**src/rtl/rsx_pkg.sv**
```systemverilog
package rsx_pkg;

  // ==========================================================================
  // datapath widths
  localparam int DATA_W    = 8;
  localparam int NIB_W     = 4;
  localparam int ADDR_W    = 6;
  localparam int AUX_IDX_W = 4;
  localparam int AUX_DEPTH = 16;
  localparam int AXI_AW    = 12;
  localparam int AXI_DW    = 32;

  // ==========================================================================
  // instruction codes handed over by the decoder
  typedef enum logic [2:0] {
    RSX_OP_NONE          = 3'b000,  // any instruction outside this subset
    RSX_OP_ROT_RIGHT     = 3'b001,  // rotate_right_thru_carry
    RSX_OP_SUB_BORROW_R  = 3'b010,  // sub_with_borrow_reg
    RSX_OP_SUB_BORROW_I  = 3'b011,  // sub_with_borrow_imm
    RSX_OP_AUX_READ      = 3'b100,  // aux_page_read
    RSX_OP_AUX_WRITE     = 3'b101,  // aux_page_write
    RSX_OP_HALT_ENTRY    = 3'b110   // halt entry
  } rsx_op_t;

  // core run state
  typedef enum logic [0:0] {
    RSX_MODE_RUN  = 1'b0,
    RSX_MODE_HALT = 1'b1
  } rsx_mode_t;

  // destination selector values
  localparam logic DEST_ACC = 1'b0;
  localparam logic DEST_REG = 1'b1;

  // ==========================================================================
  // register offsets (byte addresses)
  localparam logic [AXI_AW-1:0] OFS_STATUS   = 12'h000;
  localparam logic [AXI_AW-1:0] OFS_WDT_CTRL = 12'h004;
  localparam logic [AXI_AW-1:0] OFS_WDT_CNT  = 12'h008;
  localparam logic [AXI_AW-1:0] OFS_WAKE     = 12'h00C;

  // status register fields
  localparam int ST_ACC_LSB = 0;
  localparam int ST_CARRY   = 8;
  localparam int ST_DC      = 9;
  localparam int ST_ZERO    = 10;
  localparam int ST_EXPIRY  = 11;
  localparam int ST_PDOWN   = 12;
  localparam int ST_HALT    = 13;

  // watchdog control / count fields
  localparam int WCTRL_EN      = 0;
  localparam int WCTRL_DIV_LSB = 8;
  localparam int WCNT_CNT_LSB  = 0;
  localparam int WCNT_DIV_LSB  = 8;
  localparam int WAKE_BIT      = 0;

  // ==========================================================================
  // reset values
  localparam logic [DATA_W-1:0] RST_ACC      = 8'h00;
  localparam logic [DATA_W-1:0] RST_DIV_TERM = 8'h07;
  localparam logic [DATA_W-1:0] WDT_CLEAR    = 8'h00;
  localparam logic [DATA_W-1:0] WDT_TOP      = 8'hFF;
  localparam logic              RST_FLAG_HI  = 1'b1;

  // axi responses
  localparam logic [1:0] RESP_OKAY   = 2'b00;
  localparam logic [1:0] RESP_SLVERR = 2'b10;

endpackage

```
**src/rtl/rsx_core_if.sv**
```systemverilog
`timescale 1ns/100ps

// ============================================================================
// carrier between the execute unit, its adder and the auxiliary page
interface rsx_core_if;
  import rsx_pkg::*;

  // arithmetic unit
  rsx_op_t           op;
  logic [DATA_W-1:0] operand;
  logic [DATA_W-1:0] acc;
  logic              cin;
  logic [DATA_W-1:0] result;
  logic              cout;
  logic              dcout;
  logic              zout;

  // auxiliary page
  logic                 aux_we;
  logic [AUX_IDX_W-1:0] aux_idx;
  logic [DATA_W-1:0]    aux_wdata;
  logic [DATA_W-1:0]    aux_rdata;

  modport exec_mp (output op, operand, acc, cin, aux_we, aux_idx, aux_wdata,
                   input  result, cout, dcout, zout, aux_rdata);
  modport alu_mp  (input  op, operand, acc, cin,
                   output result, cout, dcout, zout);
  modport aux_mp  (input  aux_we, aux_idx, aux_wdata,
                   output aux_rdata);
endinterface

```
**src/rtl/rsx_exec.sv**
```systemverilog
`timescale 1ns/100ps


// ============================================================================
// execute unit with watchdog and axi4-lite status/control
module rsx_exec
  import rsx_pkg::*;
#(
  parameter logic [DATA_W-1:0] DIV_TERM_RST = RST_DIV_TERM
)(
  // clock and reset
  input  wire logic                  aclk,
  input  wire logic                  aresetn,
  // decoder request
  input  wire logic                  op_valid,
  input  wire rsx_op_t               op_code,
  input  wire logic [ADDR_W-1:0]     op_reg_addr,
  input  wire logic                  op_dest,
  input  wire logic [DATA_W-1:0]     op_imm,
  input  wire logic [AUX_IDX_W-1:0]  op_aux_idx,
  // data memory
  input  wire logic [DATA_W-1:0]     dmem_rdata,
  output logic                       dmem_we,
  output logic [ADDR_W-1:0]          dmem_waddr,
  output logic [DATA_W-1:0]          dmem_wdata,
  // core state
  output logic                       op_done,
  output logic [DATA_W-1:0]          acc,
  output logic                       carry,
  output logic                       digit_carry,
  output logic                       zero,
  output logic                       watchdog_expiry_flag,
  output logic                       powerdown_flag,
  output logic                       halted,
  // axi4-lite write
  input  wire logic [AXI_AW-1:0]     s_axi_awaddr,
  input  wire logic                  s_axi_awvalid,
  output logic                       s_axi_awready,
  input  wire logic [AXI_DW-1:0]     s_axi_wdata,
  input  wire logic [AXI_DW/8-1:0]   s_axi_wstrb,
  input  wire logic                  s_axi_wvalid,
  output logic                       s_axi_wready,
  output logic [1:0]                 s_axi_bresp,
  output logic                       s_axi_bvalid,
  input  wire logic                  s_axi_bready,
  // axi4-lite read
  input  wire logic [AXI_AW-1:0]     s_axi_araddr,
  input  wire logic                  s_axi_arvalid,
  output logic                       s_axi_arready,
  output logic [AXI_DW-1:0]          s_axi_rdata,
  output logic [1:0]                 s_axi_rresp,
  output logic                       s_axi_rvalid,
  input  wire logic                  s_axi_rready
);

  // ==========================================================================
  // state
  rsx_mode_t           mode_ff;
  logic [DATA_W-1:0]   acc_ff;
  logic                carry_ff;
  logic                dc_ff;
  logic                zero_ff;
  logic                expiry_ff;
  logic                pdown_ff;
  logic                dmem_we_ff;
  logic [ADDR_W-1:0]   dmem_waddr_ff;
  logic [DATA_W-1:0]   dmem_wdata_ff;
  logic                done_ff;
  logic                wdt_en_ff;
  logic [DATA_W-1:0]   div_term_ff;
  logic [DATA_W-1:0]   div_cnt_ff;
  logic [DATA_W-1:0]   wdt_cnt_ff;
  logic                awready_ff;
  logic                wready_ff;
  logic                aw_got_ff;
  logic                w_got_ff;
  logic [AXI_AW-1:0]   awaddr_ff;
  logic [AXI_DW-1:0]   wdata_ff;
  logic [AXI_DW/8-1:0] wstrb_ff;
  logic                bvalid_ff;
  logic [1:0]          bresp_ff;
  logic                arready_ff;
  logic                rvalid_ff;
  logic [AXI_DW-1:0]   rdata_ff;
  logic [1:0]          rresp_ff;

  logic                exec;
  logic                is_halt_op;
  logic                aw_hs;
  logic                w_hs;
  logic                wr_fire;
  logic                ar_hs;
  logic                wake_req;
  logic                div_tick;
  logic                wdt_wrap;
  logic [AXI_DW-1:0]   nxt_rdata;
  logic [1:0]          nxt_rresp;

  rsx_core_if core ();

  // ==========================================================================
  // datapath instances
  rsx_alu u_alu (
    .core (core.alu_mp)
  );

  rsx_aux_page #(
    .DEPTH (AUX_DEPTH)
  ) u_aux (
    .aclk    (aclk),
    .aresetn (aresetn),
    .core    (core.aux_mp)
  );

  // requests are dropped while halted; the decoder sees no done pulse
  assign exec       = op_valid && (mode_ff == RSX_MODE_RUN);
  assign is_halt_op = exec && (op_code == RSX_OP_HALT_ENTRY);

  // operand is the data-memory byte or the immediate
  always_comb begin
    core.op        = op_code;
    core.acc       = acc_ff;
    core.cin       = carry_ff;
    core.operand   = (op_code == RSX_OP_SUB_BORROW_I) ? op_imm
                                                      : dmem_rdata;
    core.aux_idx   = op_aux_idx;
    core.aux_wdata = acc_ff;
    core.aux_we    = exec && (op_code == RSX_OP_AUX_WRITE);
  end

  // ==========================================================================
  // accumulator and arithmetic flags, all settled in one cycle
  always_ff @(posedge aclk) begin
    if (!aresetn) begin
      acc_ff   <= RST_ACC;
      carry_ff <= 1'b0;
      dc_ff    <= 1'b0;
      zero_ff  <= 1'b0;
    end else if (exec) begin
      unique case (op_code)
        RSX_OP_ROT_RIGHT: begin
          carry_ff <= core.cout;
          if (op_dest == DEST_ACC) begin
            acc_ff <= core.result;
          end
        end
        RSX_OP_SUB_BORROW_R: begin
          carry_ff <= core.cout;
          dc_ff    <= core.dcout;
          zero_ff  <= core.zout;
          if (op_dest == DEST_ACC) begin
            acc_ff <= core.result;
          end
        end
        RSX_OP_SUB_BORROW_I: begin
          acc_ff   <= core.result;
          carry_ff <= core.cout;
          dc_ff    <= core.dcout;
          zero_ff  <= core.zout;
        end
        RSX_OP_AUX_READ: begin
          acc_ff <= core.aux_rdata;
        end
        RSX_OP_AUX_WRITE,
        RSX_OP_HALT_ENTRY,
        RSX_OP_NONE: begin
          // accumulator and flags untouched
        end
        default: begin
          // undefined codes are ignored
        end
      endcase
    end
  end

  // write-back to the addressed data-memory byte
  always_ff @(posedge aclk) begin
    if (!aresetn) begin
      dmem_we_ff    <= 1'b0;
      dmem_waddr_ff <= {ADDR_W{1'b0}};
      dmem_wdata_ff <= RST_ACC;
    end else begin
      dmem_we_ff    <= exec && (op_dest == DEST_REG)
                       && (op_code == RSX_OP_ROT_RIGHT
                       ||  op_code == RSX_OP_SUB_BORROW_R);
      dmem_waddr_ff <= op_reg_addr;
      dmem_wdata_ff <= core.result;
    end
  end

  // completion pulse, one per accepted instruction
  always_ff @(posedge aclk) begin
    if (!aresetn) begin
      done_ff <= 1'b0;
    end else begin
      done_ff <= exec;
    end
  end

  // ==========================================================================
  // run/halt mode; only software wakes the core here
  always_ff @(posedge aclk) begin
    if (!aresetn) begin
      mode_ff <= RSX_MODE_RUN;
    end else if (is_halt_op) begin
      mode_ff <= RSX_MODE_HALT;
    end else if (wake_req) begin
      mode_ff <= RSX_MODE_RUN;
    end
  end

  // status flags; both read as one after power-up
  always_ff @(posedge aclk) begin
    if (!aresetn) begin
      expiry_ff <= RST_FLAG_HI;
      pdown_ff  <= RST_FLAG_HI;
    end else if (is_halt_op) begin
      expiry_ff <= 1'b1;
      pdown_ff  <= 1'b0;
    end else if (wdt_wrap) begin
      expiry_ff <= 1'b0;
    end
  end

  // ==========================================================================
  // watchdog divider and counter; halt entry restarts both from zero
  assign div_tick = wdt_en_ff && (div_cnt_ff == div_term_ff);
  assign wdt_wrap = div_tick && (wdt_cnt_ff == WDT_TOP);

  always_ff @(posedge aclk) begin
    if (!aresetn) begin
      div_cnt_ff <= WDT_CLEAR;
    end else if (is_halt_op || div_tick) begin
      div_cnt_ff <= WDT_CLEAR;
    end else if (wdt_en_ff) begin
      div_cnt_ff <= div_cnt_ff + 8'h01;
    end
  end

  always_ff @(posedge aclk) begin
    if (!aresetn) begin
      wdt_cnt_ff <= WDT_CLEAR;
    end else if (is_halt_op) begin
      wdt_cnt_ff <= WDT_CLEAR;
    end else if (div_tick) begin
      wdt_cnt_ff <= wdt_cnt_ff + 8'h01;  // wraps, expiry flag records it
    end
  end

  // ==========================================================================
  // axi4-lite write path: address and data in either order
  assign aw_hs   = s_axi_awvalid && awready_ff;
  assign w_hs    = s_axi_wvalid && wready_ff;
  assign wr_fire = aw_got_ff && w_got_ff && !bvalid_ff;
  assign wake_req = wr_fire && (awaddr_ff == OFS_WAKE)
                    && wstrb_ff[0] && wdata_ff[WAKE_BIT];

  always_ff @(posedge aclk) begin
    if (!aresetn) begin
      aw_got_ff  <= 1'b0;
      awaddr_ff  <= {AXI_AW{1'b0}};
      awready_ff <= 1'b0;
    end else begin
      if (aw_hs) begin
        aw_got_ff <= 1'b1;
        awaddr_ff <= s_axi_awaddr;
      end else if (wr_fire) begin
        aw_got_ff <= 1'b0;
      end
      awready_ff <= !(aw_hs || (aw_got_ff && !wr_fire));
    end
  end

  always_ff @(posedge aclk) begin
    if (!aresetn) begin
      w_got_ff  <= 1'b0;
      wdata_ff  <= {AXI_DW{1'b0}};
      wstrb_ff  <= {(AXI_DW/8){1'b0}};
      wready_ff <= 1'b0;
    end else begin
      if (w_hs) begin
        w_got_ff <= 1'b1;
        wdata_ff <= s_axi_wdata;
        wstrb_ff <= s_axi_wstrb;
      end else if (wr_fire) begin
        w_got_ff <= 1'b0;
      end
      wready_ff <= !(w_hs || (w_got_ff && !wr_fire));
    end
  end

  // response follows both halves; read-only writes are accepted silently
  always_ff @(posedge aclk) begin
    if (!aresetn) begin
      bvalid_ff <= 1'b0;
      bresp_ff  <= RESP_OKAY;
    end else if (wr_fire) begin
      bvalid_ff <= 1'b1;
      unique case (awaddr_ff)
        OFS_STATUS, OFS_WDT_CTRL, OFS_WDT_CNT, OFS_WAKE: begin
          bresp_ff <= RESP_OKAY;
        end
        default: begin
          bresp_ff <= RESP_SLVERR;
        end
      endcase
    end else if (s_axi_bready) begin
      bvalid_ff <= 1'b0;
    end
  end

  // watchdog control, byte lanes honoured
  always_ff @(posedge aclk) begin
    if (!aresetn) begin
      wdt_en_ff   <= 1'b0;
      div_term_ff <= DIV_TERM_RST;
    end else if (wr_fire && awaddr_ff == OFS_WDT_CTRL) begin
      if (wstrb_ff[0]) begin
        wdt_en_ff <= wdata_ff[WCTRL_EN];
      end
      if (wstrb_ff[1]) begin
        div_term_ff <= wdata_ff[WCTRL_DIV_LSB +: DATA_W];
      end
    end
  end

  // ==========================================================================
  // axi4-lite read path, answer one cycle after the address is taken
  assign ar_hs = s_axi_arvalid && arready_ff;

  always_comb begin
    nxt_rdata = {AXI_DW{1'b0}};
    nxt_rresp = RESP_OKAY;
    unique case (s_axi_araddr)
      OFS_STATUS: begin
        nxt_rdata[ST_ACC_LSB +: DATA_W] = acc_ff;
        nxt_rdata[ST_CARRY]  = carry_ff;
        nxt_rdata[ST_DC]     = dc_ff;
        nxt_rdata[ST_ZERO]   = zero_ff;
        nxt_rdata[ST_EXPIRY] = expiry_ff;
        nxt_rdata[ST_PDOWN]  = pdown_ff;
        nxt_rdata[ST_HALT]   = (mode_ff == RSX_MODE_HALT);
      end
      OFS_WDT_CTRL: begin
        nxt_rdata[WCTRL_EN] = wdt_en_ff;
        nxt_rdata[WCTRL_DIV_LSB +: DATA_W] = div_term_ff;
      end
      OFS_WDT_CNT: begin
        nxt_rdata[WCNT_CNT_LSB +: DATA_W] = wdt_cnt_ff;
        nxt_rdata[WCNT_DIV_LSB +: DATA_W] = div_cnt_ff;
      end
      OFS_WAKE: begin
        // write-only strobe, reads zero
      end
      default: begin
        nxt_rresp = RESP_SLVERR;
      end
    endcase
  end

  always_ff @(posedge aclk) begin
    if (!aresetn) begin
      rvalid_ff  <= 1'b0;
      rdata_ff   <= {AXI_DW{1'b0}};
      rresp_ff   <= RESP_OKAY;
      arready_ff <= 1'b0;
    end else begin
      if (ar_hs) begin
        rvalid_ff <= 1'b1;
        rdata_ff  <= nxt_rdata;
        rresp_ff  <= nxt_rresp;
      end else if (s_axi_rready) begin
        rvalid_ff <= 1'b0;
      end
      arready_ff <= !(ar_hs || (rvalid_ff && !s_axi_rready));
    end
  end

  // ==========================================================================
  // outputs straight from flip-flops
  assign dmem_we              = dmem_we_ff;
  assign dmem_waddr           = dmem_waddr_ff;
  assign dmem_wdata           = dmem_wdata_ff;
  assign op_done              = done_ff;
  assign acc                  = acc_ff;
  assign carry                = carry_ff;
  assign digit_carry          = dc_ff;
  assign zero                 = zero_ff;
  assign watchdog_expiry_flag = expiry_ff;
  assign powerdown_flag       = pdown_ff;
  assign halted               = mode_ff;
  assign s_axi_awready        = awready_ff;
  assign s_axi_wready         = wready_ff;
  assign s_axi_bvalid         = bvalid_ff;
  assign s_axi_bresp          = bresp_ff;
  assign s_axi_arready        = arready_ff;
  assign s_axi_rvalid         = rvalid_ff;
  assign s_axi_rdata          = rdata_ff;
  assign s_axi_rresp          = rresp_ff;

endmodule

```
**src/rtl/rsx_alu.sv**
```systemverilog
`timescale 1ns/100ps

// ============================================================================
// combinational result and flag generation
module rsx_alu
  import rsx_pkg::*;
(
  // carrier
  rsx_core_if.alu_mp core
);

  logic [DATA_W:0]  sum9;
  logic [NIB_W:0]   sum5;

  // subtract as add of the inverted accumulator plus carry
  always_comb begin
    sum9        = {1'b0, core.operand} + {1'b0, ~core.acc}
                  + {{DATA_W{1'b0}}, core.cin};
    sum5        = {1'b0, core.operand[NIB_W-1:0]}
                  + {1'b0, ~core.acc[NIB_W-1:0]}
                  + {{NIB_W{1'b0}}, core.cin};
    core.result = sum9[DATA_W-1:0];
    core.cout   = sum9[DATA_W];
    core.dcout  = sum5[NIB_W];
    unique case (core.op)
      RSX_OP_ROT_RIGHT: begin
        core.result = {core.cin, core.operand[DATA_W-1:1]};
        core.cout   = core.operand[0];
        core.dcout  = 1'b0;
      end
      RSX_OP_AUX_READ,
      RSX_OP_AUX_WRITE,
      RSX_OP_HALT_ENTRY,
      RSX_OP_NONE: begin
        core.result = core.operand;
        core.cout   = core.cin;
        core.dcout  = 1'b0;
      end
      default: begin
        // both borrow forms share the adder; the operand picks the source
      end
    endcase
    core.zout = (core.result == {DATA_W{1'b0}});
  end

endmodule

```
**src/rtl/rsx_aux_page.sv**
```systemverilog
`timescale 1ns/100ps

// ============================================================================
// sixteen auxiliary special-function registers
module rsx_aux_page
  import rsx_pkg::*;
#(
  parameter int DEPTH = AUX_DEPTH
)(
  // clock and reset
  input  wire logic aclk,
  input  wire logic aresetn,
  // carrier
  rsx_core_if.aux_mp core
);

  logic [DATA_W-1:0] page_ff [DEPTH];

  // one write port, written at the end of the executing cycle
  always_ff @(posedge aclk) begin
    if (!aresetn) begin
      for (int i = 0; i < DEPTH; i++) begin
        page_ff[i] <= RST_ACC;
      end
    end else if (core.aux_we) begin
      page_ff[core.aux_idx] <= core.aux_wdata;
    end
  end

  // asynchronous read; a read never disturbs the entry
  assign core.aux_rdata = page_ff[core.aux_idx];

endmodule

```
**config.mk**
```make
export PLATFORM = sky130hd
export DESIGN_NAME = rsx_exec
export DESIGN_NICKNAME = d
export VERILOG_FILES = /design/src/rtl/rsx_pkg.sv /design/src/rtl/rsx_core_if.sv /design/src/rtl/rsx_exec.sv /design/src/rtl/rsx_alu.sv /design/src/rtl/rsx_aux_page.sv
export SDC_FILE = /design/constraint.sdc
export NUM_CORES = 1
export LEC_CHECK = 0
export BUFFER_PORTS_ARGS = -buffer_cell sky130_fd_sc_hd__buf_2
export CORE_MARGIN = 1.5
export CORE_UTILIZATION = 57
export CTS_CLUSTER_DIAMETER = 80
export DETAILED_ROUTE_END_ITERATION = 12
export MAX_ROUTING_LAYER = met4
export PLACE_DENSITY = 0.8
export SYNTH_ARGS = -nofsm -noshare
export SYNTH_HDL_FRONTEND = slang
export SYNTH_SLANG_ARGS = --single-unit
export TNS_END_PERCENT = 100
```
**constraint.sdc**
```tcl
create_clock -name aclk -period 4 [get_ports aclk]
set_input_delay 0.8 -clock aclk [delete_from_list [all_inputs] [get_ports aclk]]
set_output_delay 0.8 -clock aclk [all_outputs]
set_load 0.1 [all_outputs]
```
[Yosys cells after proc, flatten, opt, wreduce, memory -nomap -nowiden]
Memory sizes are Yosys's and may differ from the RTL's.
Index checks and enable logic that the tools add are counted.
Word-level totals
  flip-flop bits (word level): 112
  output and inout bits: 71
  bits in writable memories: 128
  word-level logic and storage cells: 138
  memories kept: 1
Memory list
  u_aux.page_ff: depth 16, width 8, rd ports 1, clocked after memory_dff 0, wr ports 16, line rsx_aux_page.sv:17  | logic [DATA_W-1:0] page_ff [DEPTH];
Cells by class
  mux-type cells: 28
  bitwise logic cells: 5
  equal/unequal tests: 15
  reductions and logical operators: 55
  add/subtract/negate cells: 6
Operators with widths (count)
  12-bit by 4-bit equality test with 1-bit output (second input constant): 4
  12-bit by 3-bit equality test with 1-bit output (second input constant): 2
  12-bit logical NOT: 2
  8-bit two-way mux: 3
  8-bit one-hot mux with 3 select lines: 1
  1-bit logical AND: 19
  6-bit one-hot mux with 3 select lines: 1
  8-bit by 1-bit adder with 8-bit output (second input constant): 2
  8-bit one-hot mux with 2 select lines: 1
  1-bit two-way mux: 15
  7-bit one-hot mux with 2 select lines: 1
  4-bit OR reduction: 3
  2-bit nonzero test: 5
  8-bit by 8-bit adder with 9-bit output: 1
  9-bit by 1-bit adder with 9-bit output: 1
  3-bit equality test (second input constant): 3
  8-bit equality test: 1
  8-bit equality test (second input constant): 1
  8-bit logical NOT: 1
  8-bit inverter: 1
  2-bit OR reduction: 4
  8-bit OR reduction: 1
  3-bit by 2-bit equality test with 1-bit output (second input constant): 2
  1-bit logical NOT: 6
  other kinds (18): 28

[Longest topological paths before layout]
Gate-level depths: netlist of the first run.
  word-level depth: 8
  depth in mapped cells: 13

[Hierarchy]
Synthesis of the first run repeated with hierarchy kept, for this count alone.
Unflattened totals
  cells, all modules: 949
  area total of the unflattened synthesis: 10836.6 µm²
Modules (own cells, without submodules)
  rsx_aux_page: area an instance 5841.9 µm², instances 1, cells an instance 376
  rsx_exec: area an instance 4395.5 µm², instances 1, cells an instance 485
  rsx_alu: area an instance 599.3 µm², instances 1, cells an instance 88

[Least setup slack after synthesis of the first run]
No wires, ideal clock.
  kind: in2reg
  start: input port op_code[2]
  end: register acc_ff[7], in the netlist acc[7]
  arrival time: 3.389 ns
  stages: 11
  slack: 0.489 ns
  path through: buf_2 clkinv_1 nand3_1 mux2_2 ha_1 or2_2 o221a_2 o41ai_1 nor3b_1 o31ai_1 a221o_1
On the way
  cells in the longest elaborated chain, start to end: 7
RTL lines
  from (decl): line rsx_exec.sv:16  | input wire rsx_op_t op_code,
  3-bit by 2-bit equality test with 1-bit output: line rsx_exec.sv:124, rsx_exec.sv:140
  8-bit two-way mux: line rsx_exec.sv:124  | core.operand = (op_code == RSX_OP_SUB_BORROW_I) ? op_imm
  8-bit by 8-bit adder with 9-bit output: line rsx_alu.sv:17  | sum9 = {1'b0, core.operand} + {1'b0, ~core.acc}
  9-bit by 1-bit adder with 9-bit output: line rsx_alu.sv:18  | + {{DATA_W{1'b0}}, core.cin};
  8-bit one-hot mux with 2 select lines: line rsx_alu.sv:25  | unique case (core.op)
  8-bit two-way mux: line rsx_exec.sv:143, rsx_exec.sv:151
  8-bit one-hot mux with 3 select lines: line rsx_exec.sv:140  | unique case (op_code)
  to (signal assigned): line rsx_exec.sv:144  | acc_ff <= core.result;
  to (signal assigned): line rsx_exec.sv:152  | acc_ff <= core.result;
  to (signal assigned): line rsx_exec.sv:156  | acc_ff <= core.result;
  to (decl): line rsx_exec.sv:59  | logic [DATA_W-1:0] acc_ff;
Several ways; a longest one is shown, not always the timed one. The select of a mux whose other input is x is not followed.
A chain may end at the register's enable or synchronous reset.

[Worst setup path in the final report of the first run]
Ends and elaborated chain as after synthesis.

==> parameters.txt, run 1 <==
Parameter                              Value

GRT
  All-layer global routing usage    0.292
  Vias in the first global route    7578
  Most Used Layer, Global Route    met2
  Overall overflow remaining after global route    0
  Pin count of the biggest net entering global routing    between 40 and 50
  Global-route wire length before repair    42500 µm
  Global routing usage on met3    0.0499
  Routing usage on met1    0.394
  Antenna violations before repair    0
  Global-route met2 utilization    0.452

Yosys
  Share of synthesized flip-flops with an asynchronous set or reset    0
  Arithmetic-cell share of the synthesized area counting full adders, half adders and majority gates    0.0152
  Number of flops mapped to enable cells by yosys    between 100 and 150
  Dominant combinational cell family by area after synthesis    simple AND/OR/NAND/NOR gates
  Post-Synthesis Cells    approximately 920
  Number of distinct standard cells referenced by the synthesized netlist    60
  Register area share after synthesis    0.552
  Area fraction in compound gates after synthesis    0.0735
  Synth Flop Type    sky130_fd_sc_hd__edfxtp_1
  Fraction of the mapped netlist area in simple logic gates    0.168
  Post-synthesis instance area    10700 µm²
  Post-synthesis register bit count    231
  Average size of a mapped cell    between 10 and 15 µm²
  Number of synthesis warnings    0
  Parity-gate share of the synthesized area counting xor and xnor cells    0.0205
  Post-synthesis mux area share    0.124

Place
  Post-Place Cell Area    11600 µm²
  Dpl ws    0.226 ns
  Detailed placement HPWL    18200 µm
  GPL Wtd Cong    ~0.9
  Number of placed instances with taps included    about 1300
  Port-buffer cells    roughly 130

Setup path
  CP startpoint kind    primary input
  Crit path DAT    around 3.8 ns
  Kind of critical path    primary input to flop
  Worst Setup End Kind    flop
  Maximum fanout count along the critical path    9
  Data required time of the critical path    4.45 ns

Timing
  Final count of hold timing violations    0
  Worst-case clock skew    0.0206 ns
  Max-Slew Margin vs Limit    0.487
  Post-layout min period    3.37 ns
  Summed negative setup slack over all endpoints    0 ns
  Pins over their slew limit    0
  Unrepaired setup endpoints after global routing    no
  Maximum clock rate    296 MHz
  Share of the cycle needed by the critical path after routing    0.843
  Actual transition at the worst max-transition pin    ~0.77 ns
  Final setup fails    0
  Setup slack after layout    0.626 ns

Drt
  Routed length per placed instance    21.3 µm
  Detail Route Antenna Nets    0
  Count of unresolved DRC violations after routing    0
  Number of vias per cell    between 6 and 7
  Total via count in the routed design    7953
  Final WL    27500 µm
  Number of DRC violations after detailed-routing iteration 0    1040
  Length of the first detailed-routing pass in iterations    5

Clock tree
  Number of buffers inserted to repair setup after CTS    0
  Num Clock Sinks    around 230
  Clk_lat worst skew    roughly 0.53 ns
  CTS tree    built
  Max clock buf depth    3
  Worst-path clk slew    0.06 ns
  CTS Root Buffer Type    sky130_fd_sc_hd__clkbuf_16
  Depth of the CTS H-tree    1
  Inserted Clock Buffers    24
  Number of hold-repair buffers added at the cts stage    0
  Number of resized instances in the post-cts repair step    0

Layout
  Count of inserted antenna diode cells    0
  Final cell count without fillers    1294
  Area Growth Syn to Fin    15.9%
  Final design area excluding fillers    ~12000 µm²
  Ratio of cells with drive above 1 in the final layout    0.223
  Net count, final    about 1200

Hold path
  Hold/Removal Path Class    flop to flop

Floorplanning
  Area of the die    slightly below 20000 µm²
  Core Area    18200 µm²
  Height of the die    140 µm
  Die Wd    ~140 µm
  Starting Density    0.587
  Row count    49
  I/O pin count    169

Job
  Number of maximum-capacitance violations    0

Power
  IR Drop Worst-Case VDD    335 µV
  Total power of the final layout    0.00571 W
  Cell area power density    461 nW/µm²
  Leak pwr    4.84 nW

Status
  Result of the run    finished, final reports clean
power by group:
| group | internal (W) | switching, W |
|---|---|---|
| logic | 0.000213 | 0.000564 |
| registers | 0.00258 | 0.0000334 |
| clock network | 0.00140 | 0.000920 |
| total | 0.00420 | 0.00152 |
layout by cell type, fill, tap and decap left out, types with 5 or more instances in the layout:
cell type,count
sky130_fd_sc_hd__edfxtp_1,128
sky130_fd_sc_hd__buf_2,125
sky130_fd_sc_hd__dfxtp_1,103
sky130_fd_sc_hd__nor3_1,79
sky130_fd_sc_hd__nand2_1,79
sky130_fd_sc_hd__and2_1,57
sky130_fd_sc_hd__nor2_1,50
sky130_fd_sc_hd__buf_4,40
sky130_fd_sc_hd__a21oi_1,36
sky130_fd_sc_hd__mux2i_1,28
sky130_fd_sc_hd__o21ai_0,26
sky130_fd_sc_hd__clkbuf_16,25
sky130_fd_sc_hd__inv_1,23
sky130_fd_sc_hd__mux4_2,23
sky130_fd_sc_hd__nor4_1,22
sky130_fd_sc_hd__conb_1,18
sky130_fd_sc_hd__mux4_1,17
sky130_fd_sc_hd__nand2b_1,13
sky130_fd_sc_hd__xor2_1,13
sky130_fd_sc_hd__xnor2_1,12
sky130_fd_sc_hd__nand3_1,10
sky130_fd_sc_hd__nor2b_1,10
sky130_fd_sc_hd__a22oi_1,9
sky130_fd_sc_hd__a2bb2oi_1,9
sky130_fd_sc_hd__ha_1,9
sky130_fd_sc_hd__a22o_1,8
sky130_fd_sc_hd__and3_1,8
sky130_fd_sc_hd__nand4_1,8
sky130_fd_sc_hd__mux2_2,7
sky130_fd_sc_hd__o31ai_1,5
sky130_fd_sc_hd__clkinv_1,5
critical path: stages:
cell,delay [ns]
sky130_fd_sc_hd__buf_2,0.18
sky130_fd_sc_hd__clkinv_1,0.13
sky130_fd_sc_hd__nand3_1,0.27
sky130_fd_sc_hd__mux2_2,0.38
sky130_fd_sc_hd__ha_1,0.22
sky130_fd_sc_hd__or2_2,0.30
sky130_fd_sc_hd__o221a_2,0.26
sky130_fd_sc_hd__o41ai_1,0.39
sky130_fd_sc_hd__a21boi_0,0.17
sky130_fd_sc_hd__o31ai_1,0.48
sky130_fd_sc_hd__a221o_1,0.24
path summary, 6_finish.rpt:
check	start	endpoint	slack [ns]	cells past startpoint
min	wdata_ff[10]	wdata_ff[10]	0.45	2
max reg2reg	acc[1]	acc[7]	1.16	8
min reg2reg	wdata_ff[10]	wdata_ff[10]	0.45	2
max	op_code[2]	acc[7]	0.63	11
metal layers:
metal | wire [µm] | up-vias
met2 | 13000 | 481
met1 | 11000 | 3766
met5 | 0 | -
li1 | - | 3624
met4 | 934 | 0
met3 | 2650 | 82
state kept, by name (all words and copies together) (netlist names), 2 cells and up:
register / flops
wstrb_ff: 2
div_cnt_ff: 8
wdata_ff: 9
awaddr_ff: 12
wdt_cnt_ff: 8
div_term_ff: 8
acc: 8
dmem_wdata: 8
dmem_waddr: 6
u_aux.page_ff: 128
s_axi_rdata: 16
kinds of logic after synthesis:
family / after synthesis
buffers and inverters: 107
XOR/XNOR: 25
AO/OA/AOI/OAI: 119
multiplexers: 75
AND/OR/NAND/NOR: 352
other: 1
adder cells (fa/ha/maj): 12
flip-flops: 231
metrics by stage:
| stage | hold WS [ns] | utilization |
|---|---|---|
| CTS | 0.454 | 0.681 |
| detailed placement | 0.446 | 0.635 |
| global route | 0.467 | 0.681 |
| finish | 0.453 | 0.681 |
| global placement | 0.442 | 0.635 |
| floorplan | 0.436 | - |
area by class of cell:
cell class,instances,area [µm²]
sequential,231,5910
multi-input combinational,601,4360
timing repair buffer,165,926
inverter,24,90.1
fill,1268,5810
tap,229,287
clock buffer,29,641
clock inverter,15,186
cells in the mapped netlist (17+ instances only):
cell / count / share of area
sky130_fd_sc_hd__nor2_1: 50 / 0.018
sky130_fd_sc_hd__mux2i_1: 28 / 0.026
sky130_fd_sc_hd__a21oi_1: 36 / 0.017
sky130_fd_sc_hd__clkbuf_1: 51 / 0.018
sky130_fd_sc_hd__and2_1: 57 / 0.033
sky130_fd_sc_hd__edfxtp_1: 128 / 0.36
sky130_fd_sc_hd__nor4_1: 22 / 0.013
sky130_fd_sc_hd__mux4_2: 23 / 0.048
sky130_fd_sc_hd__o21ai_0: 26 / 0.012
sky130_fd_sc_hd__buf_4: 19 / 0.013
sky130_fd_sc_hd__inv_1: 23 / 0.0081
sky130_fd_sc_hd__nor3_1: 79 / 0.037
sky130_fd_sc_hd__nand2_1: 79 / 0.028
sky130_fd_sc_hd__dfxtp_1: 103 / 0.19
sky130_fd_sc_hd__mux4_1: 17 / 0.042
Note: power is estimated with default switching activity, not from simulation.
==> inputs of run 2 (changes only) <==
--- a/config.mk
+++ b/config.mk
@@ -5,6 +5,7 @@
 export SDC_FILE = /design/constraint.sdc
 export NUM_CORES = 1
 export LEC_CHECK = 0
+export ABC_AREA = 1
 export BUFFER_PORTS_ARGS = -buffer_cell sky130_fd_sc_hd__buf_2
 export CORE_MARGIN = 1.5
 export CORE_UTILIZATION = 57
==> constraint.sdc (replaced) <==
create_clock -name aclk -period 3.3 [get_ports aclk]
set_input_delay 0.66 -clock aclk [delete_from_list [all_inputs] [get_ports aclk]]
set_output_delay 0.66 -clock aclk [all_outputs]
set_load 0.1 [all_outputs]
==> parameters.txt, run 2 <==
Parameter                              Value

Status
  Result of the run    finished with violations
  Violations in the final reports    design-rule violations

Floorplanning
  Core Area    ~18000 µm²
  Starting Density    0.587
  I/O pin count    169
  Row count    49
  Die Wd    139 µm
  Height of the die    139 µm
  Area of the die    19400 µm²

Hold path
  Hold/Removal Path Class    primary input to flop
  Hold-critical path endpoint    dmem_waddr[0]
  Hold depth    3
  Min-delay src    op_reg_addr[0]

Drt
  Detail Route Antenna Nets    0
  Number of vias per cell    roughly 5.6
  Count of unresolved DRC violations after routing    6
  Final WL    26900 µm
  Total via count in the routed design    between 9000 and 10000
  Routed length per placed instance    16.5 µm
  Number of DRC violations after detailed-routing iteration 0    759
  Length of the first detailed-routing pass in iterations    9

Clock tree
  CTS tree    built
  Inserted Clock Buffers    24
  Number of hold-repair buffers added at the cts stage    0
  Worst-path clk slew    0.06 ns
  Clk_lat worst skew    just over 0.5 ns
  Number of buffers inserted to repair setup after CTS    0
  Num Clock Sinks    231
  Depth of the CTS H-tree    1
  Number of resized instances in the post-cts repair step    0
  CTS Root Buffer Type    sky130_fd_sc_hd__clkbuf_16
  Max clock buf depth    3

Yosys
  Fraction of post-synthesis cell area in the top cell type by area    0.362
  Number of synthesis warnings    0
  Average size of a mapped cell    8.45 µm²
  Share of synthesized flip-flops with an asynchronous set or reset    0
  Post-synthesis instance area    ~11000 µm²
  Post-Synthesis Cells    1256
  Number of flops mapped to enable cells by yosys    128
  Top cells by count, synth    270 x sky130_fd_sc_hd__nand2_1, 256 x sky130_fd_sc_hd__nor2_1, 128 x sky130_fd_sc_hd__edfxtp_1
  Top cells by area in the synthesized netlist    sky130_fd_sc_hd__edfxtp_1 36%, sky130_fd_sc_hd__dfxtp_1 19%, sky130_fd_sc_hd__nand2_1 9.6%
  Register area share after synthesis    0.557
  Post-synthesis register bit count    231
  Synth Flop Type    sky130_fd_sc_hd__edfxtp_1
  Biggest area consumer among synthesized cells    sky130_fd_sc_hd__edfxtp_1
  Number of distinct standard cells referenced by the synthesized netlist    35
  Most frequently used cell type in the post-synthesis netlist    sky130_fd_sc_hd__nand2_1

GRT
  Pin count of the biggest net entering global routing    72
  Overall overflow remaining after global route    0
  All-layer global routing usage    0.281
  Antenna violations before repair    0
  Global-route wire length before repair    roughly 42000 µm
  Vias in the first global route    8415

Layout
  Final design area excluding fillers    12200 µm²
  Net count, final    1490
  Area Growth Syn to Fin    14.6%
  Leading cell types in the layout, fill and taps excluded    270 x sky130_fd_sc_hd__nand2_1, 253 x sky130_fd_sc_hd__nor2_1, 128 x sky130_fd_sc_hd__edfxtp_1
  Final core utilization    0.672
  Leading cell type in the layout, fill and taps excluded    sky130_fd_sc_hd__nand2_1
  Ratio of cells with drive above 1 in the final layout    0.136
  Max FFs per register    128
  Final cell count without fillers    roughly 1600
  Register with the most flip-flops    u_aux.page_ff

Job
  Number of maximum-capacitance violations    0

Setup path
  Worst r2r dst    u_aux.page_ff[4][3]
  Data required time of the critical path    3.46 ns
  Kind of critical path    flop to flop
  Reg2Reg Setup Slack    0.77 ns
  Worst Reg2Reg Path Length in Cells    7
  Crit path DAT    roughly 2.7 ns
  CP startpoint kind    flop
  Maximum fanout count along the critical path    9
  Launch point of the worst reg-to-reg path    halted
  Worst Setup End Kind    flop

Place
  Number of placed instances with taps included    1584
  GPL Wtd Cong    0.997
  Port-buffer cells    about 130
  Post-Place Cell Area    11400 µm²
  Dpl ws    0.366 ns
  Detailed placement HPWL    18600 µm

Timing
  Max-Slew Margin vs Limit    0.444
  Share of the cycle needed by the critical path after routing    0.766
  Final count of hold timing violations    0
  Maximum clock rate    between 300 and 400 MHz
  Unrepaired setup endpoints after global routing    no
  Post-layout min period    2.53 ns
  Actual transition at the worst max-transition pin    0.828 ns
  Setup slack after layout    approximately 0.77 ns
  Pins over their slew limit    0
  Summed negative setup slack over all endpoints    0 ns
  Worst-case clock skew    0.0102 ns
  Final setup fails    0

Power
  Leak pwr    5.23 nW
  Cell area power density    ~550 nW/µm²
  IR Drop Worst-Case VDD    roughly 500 µV
## run 2: cell types whose count changed after synthesis, sizes merged, moves of 13 or more
cell / change
nand3: +50
nor4: -20
mux2i: -28
mux4: -40
nand2b: -13
nor2: +210
a22oi: +39
inv: +98
clkbuf: -13
nor3: -64
and2: -57
nand2: +191
o21ai: +24
## run 2: layer usage
layer | wire length (µm) | track usage | part of all wire
met5 | 0 | - | 0
met4 | 893 | 0.105 | 0.033
met3 | 2110 | 0.0423 | 0.079
met2 | 12700 | 0.454 | 0.47
met1 | 11100 | 0.362 | 0.41
## run 2: logic make-up after synthesis
kind of cell / count (synthesis) / share of synthesized area
buffers and inverters: 194 / 0.0759
flip-flops: 231 / 0.557
AO/OA/AOI/OAI: 176 / 0.103
adder cells (fa/ha/maj): 11 / 0.0144
AND/OR/NAND/NOR: 632 / 0.240
other: 1 / 0.000353
XOR/XNOR: 11 / 0.00908
## run 2: per-stage QoR
step	hold slack, ns	power (W)
detailed placement	0.444	0.00423
CTS	0.323	0.00673
floorplan	0.424	0.00400
global placement	0.439	0.00422
global route	0.333	0.00693
finish	0.331	0.00671
## run 2: critical path, stage by stage, from the launching register on
cell,delay (ns)
sky130_fd_sc_hd__dfxtp_1,0.33
sky130_fd_sc_hd__inv_1,0.09
sky130_fd_sc_hd__nand2_1,0.15
sky130_fd_sc_hd__nor2_1,0.18
sky130_fd_sc_hd__nand2_1,0.21
sky130_fd_sc_hd__nor3_1,0.44
sky130_fd_sc_hd__nand2_1,0.34
sky130_fd_sc_hd__nand2_1,0.41
## run 2: worst max-delay path by stage
stage	start	end	slack [ns]	cells past startpoint
after floorplan	acc[1]	zero	0.25	11
after global placement	op_code[1]	zero	0.38	16
after detailed placement	op_code[1]	zero	0.37	16
after CTS	halted	u_aux.page_ff[4][0]	0.78	7
after global routing	op_code[1]	zero	0.53	17
final	halted	u_aux.page_ff[4][3]	0.77	7
## run 2: report_power, final
part	leakage [nW]	switching, W	internal [W]
combinational	2.72	0.000784	0.000210
clock	0.347	0.00107	0.00146
sequential	2.16	0.0000498	0.00314
total	5.23	0.00190	0.00481
## run 2: cell type report
cell class	instances	area (µm²)
Timing Repair Buffer	146	783
Inverter	130	488
Clock buffer	34	659
Clock inverter	8	62.6
Tap cell	229	287
Fill cell	1464	5930
Sequential cell	231	5910
Antenna cell	1	2.50
Multi-Input combinational cell	848	3970
==> inputs of run 3 (changes only) <==
--- a/config.mk
+++ b/config.mk
@@ -5,7 +5,7 @@
 export SDC_FILE = /design/constraint.sdc
 export NUM_CORES = 1
 export LEC_CHECK = 0
-export ABC_AREA = 1
+export ABC_AREA = 0
 export BUFFER_PORTS_ARGS = -buffer_cell sky130_fd_sc_hd__buf_2
 export CORE_MARGIN = 1.5
 export CORE_UTILIZATION = 57
==> constraint.sdc (replaced) <==
create_clock -name aclk -period 2.7 [get_ports aclk]
set_input_delay 0.54 -clock aclk [delete_from_list [all_inputs] [get_ports aclk]]
set_output_delay 0.54 -clock aclk [all_outputs]
set_load 0.1 [all_outputs]
==> parameters.txt, run 3 (synthesis gave the netlist of run 1 again) <==
Parameter                              Value

Layout
  Final design area excluding fillers    12900 µm²
  Leading cell type in the layout, fill and taps excluded    sky130_fd_sc_hd__edfxtp_1
  Area Growth Syn to Fin    20.3%
  Max FFs per register    128
  Final core utilization    0.707
  Leading cell types in the layout, fill and taps excluded    128 x sky130_fd_sc_hd__edfxtp_1, 125 x sky130_fd_sc_hd__buf_2, 96 x sky130_fd_sc_hd__dfxtp_1
  Net count, final    around 1200
  Count of inserted antenna diode cells    0
  Register with the most flip-flops    u_aux.page_ff
  Ratio of cells with drive above 1 in the final layout    0.276

Floorplanning
  Core Area    18200 µm²
  Row count    just under 50
  I/O pin count    169
  Height of the die    approximately 140 µm
  Area of the die    19600 µm²
  Starting Density    0.587
  Die Wd    140 µm

Setup path
  Launch point of the worst reg-to-reg path    halted
  Kind of critical path    primary input to flop
  Worst r2r dst    u_aux.page_ff[10][5]
  Crit path DAT    slightly below 3 ns
  Maximum fanout count along the critical path    4
  Worst Setup End Kind    flop
  Worst Reg2Reg Path Length in Cells    6
  CP startpoint kind    primary input
  Data required time of the critical path    3.09 ns
  Reg2Reg Setup Slack    approximately 0.19 ns

Clock tree
  Num Clock Sinks    231
  Max clock buf depth    3
  CTS tree    built
  CTS Root Buffer Type    sky130_fd_sc_hd__clkbuf_16
  Inserted Clock Buffers    23
  Clk_lat worst skew    roughly 0.51 ns
  Depth of the CTS H-tree    1
  Worst-path clk slew    about 0.060 ns

Drt
  Number of vias per cell    6.05
  Count of unresolved DRC violations after routing    0
  Total via count in the routed design    about 8100
  Number of DRC violations after detailed-routing iteration 0    791
  Final WL    28100 µm
  Routed length per placed instance    20.9 µm
  Length of the first detailed-routing pass in iterations    6
  Detail Route Antenna Nets    0

Power
  IR Drop Worst-Case VDD    523 µV
  Cell area power density    about 650 nW/µm²
  Leak pwr    5.12 nW

Hold path
  Min-delay src    op_reg_addr[2]
  Hold/Removal Path Class    primary input to flop
  Hold-critical path endpoint    dmem_waddr[2]
  Hold depth    2

GRT
  Overall overflow remaining after global route    0
  Global-route wire length before repair    around 44000 µm
  Antenna violations before repair    0
  Vias in the first global route    7937
  All-layer global routing usage    0.296
  Pin count of the biggest net entering global routing    42

Timing
  Actual transition at the worst max-transition pin    0.607 ns
  Post-layout min period    2.57 ns
  Max-Slew Margin vs Limit    0.595
  Final count of hold timing violations    0
  Share of the cycle needed by the critical path after routing    0.952
  Unrepaired setup endpoints after global routing    no
  Worst-case clock skew    0.0104 ns
  Summed negative setup slack over all endpoints    0 ns
  Pins over their slew limit    0
  Final setup fails    0
  Maximum clock rate    389 MHz
  Setup slack after layout    around 0.13 ns

Place
  Post-Place Cell Area    ~12000 µm²
  Port-buffer cells    125
  GPL Wtd Cong    between 0.9 and 1
  Dpl ws    -0.374 ns
  Detailed placement HPWL    19600 µm

Status
  Result of the run    finished, final reports clean

Job
  Number of maximum-capacitance violations    0
## run 3: changes by cell type in the layout (fill, tap and decap cells not counted), sizes merged, moves of 20 or more
cell   change
a22oi     -39
and2      +57
buf       +74
inv       -98
mux2i     +28
mux4      +40
nand2    -191
nand3     -50
nor2     -210
nor3      +64
nor4      +20
o21ai     -24
## run 3: worst max-delay path by stage
stage	slack [ns]	cells after the start	from	to
floorplan	-0.14	12	op_code[2]	acc[6]
global placement	-0.35	12	op_code[2]	acc[5]
detailed placement	-0.37	12	op_code[2]	acc[5]
CTS	0.13	12	op_code[2]	acc[5]
global route	0.02	13	op_code[2]	zero
finish	0.13	12	op_code[2]	zero
## run 3: power by group
part	internal [W]	switching (W)	leakage (nW)
registers	0.00382	0.0000507	2.16
logic	0.000394	0.000852	2.57
clock network	0.00194	0.00133	0.384
## run 3: through the flow
stage | hold WS, ns | instances | total power (W)
detailed placement | 0.446 | 1305 | 0.00517
CTS | 0.224 | 1346 | 0.00840
floorplan | 0.436 | 939 | 0.00480
finish | 0.233 | 1346 | 0.00839
global placement | 0.443 | 1305 | 0.00515
global route | 0.223 | 1346 | 0.00862
## run 3: final cells by class
class | count | area (µm²)
Sequential cell | 231 | 5910
Multi-Input combinational cell | 601 | 4410
Tap cell | 229 | 287
Clock inverter | 11 | 103
Inverter | 24 | 103
Timing Repair Buffer | 220 | 1380
Clock buffer | 30 | 674
Fill cell | 1259 | 5340
## run 3: critical path, cell delays in order
cell                       delay [ns]
sky130_fd_sc_hd__buf_2           0.15
sky130_fd_sc_hd__clkinv_8        0.06
sky130_fd_sc_hd__nand3_4         0.11
sky130_fd_sc_hd__mux2_2          0.36
sky130_fd_sc_hd__ha_1            0.18
sky130_fd_sc_hd__or2_2           0.30
sky130_fd_sc_hd__o221a_2         0.26
sky130_fd_sc_hd__o41ai_2         0.28
sky130_fd_sc_hd__a21boi_0        0.16
sky130_fd_sc_hd__o31ai_1         0.31
sky130_fd_sc_hd__buf_4           0.18
sky130_fd_sc_hd__o31ai_1         0.06
## run 3: what timing repair did
item                                    CTS  global route
endpoints found under the setup margin    0             2
resized for setup                         0             1
hold buffers                              0             0
buffers inserted                          0             0
## run 3: routing by layer
layer  wire [µm]  track usage
met1       11200        0.389
met2       13800        0.486
met3        2520       0.0427
met4         616       0.0842
met5           0            -
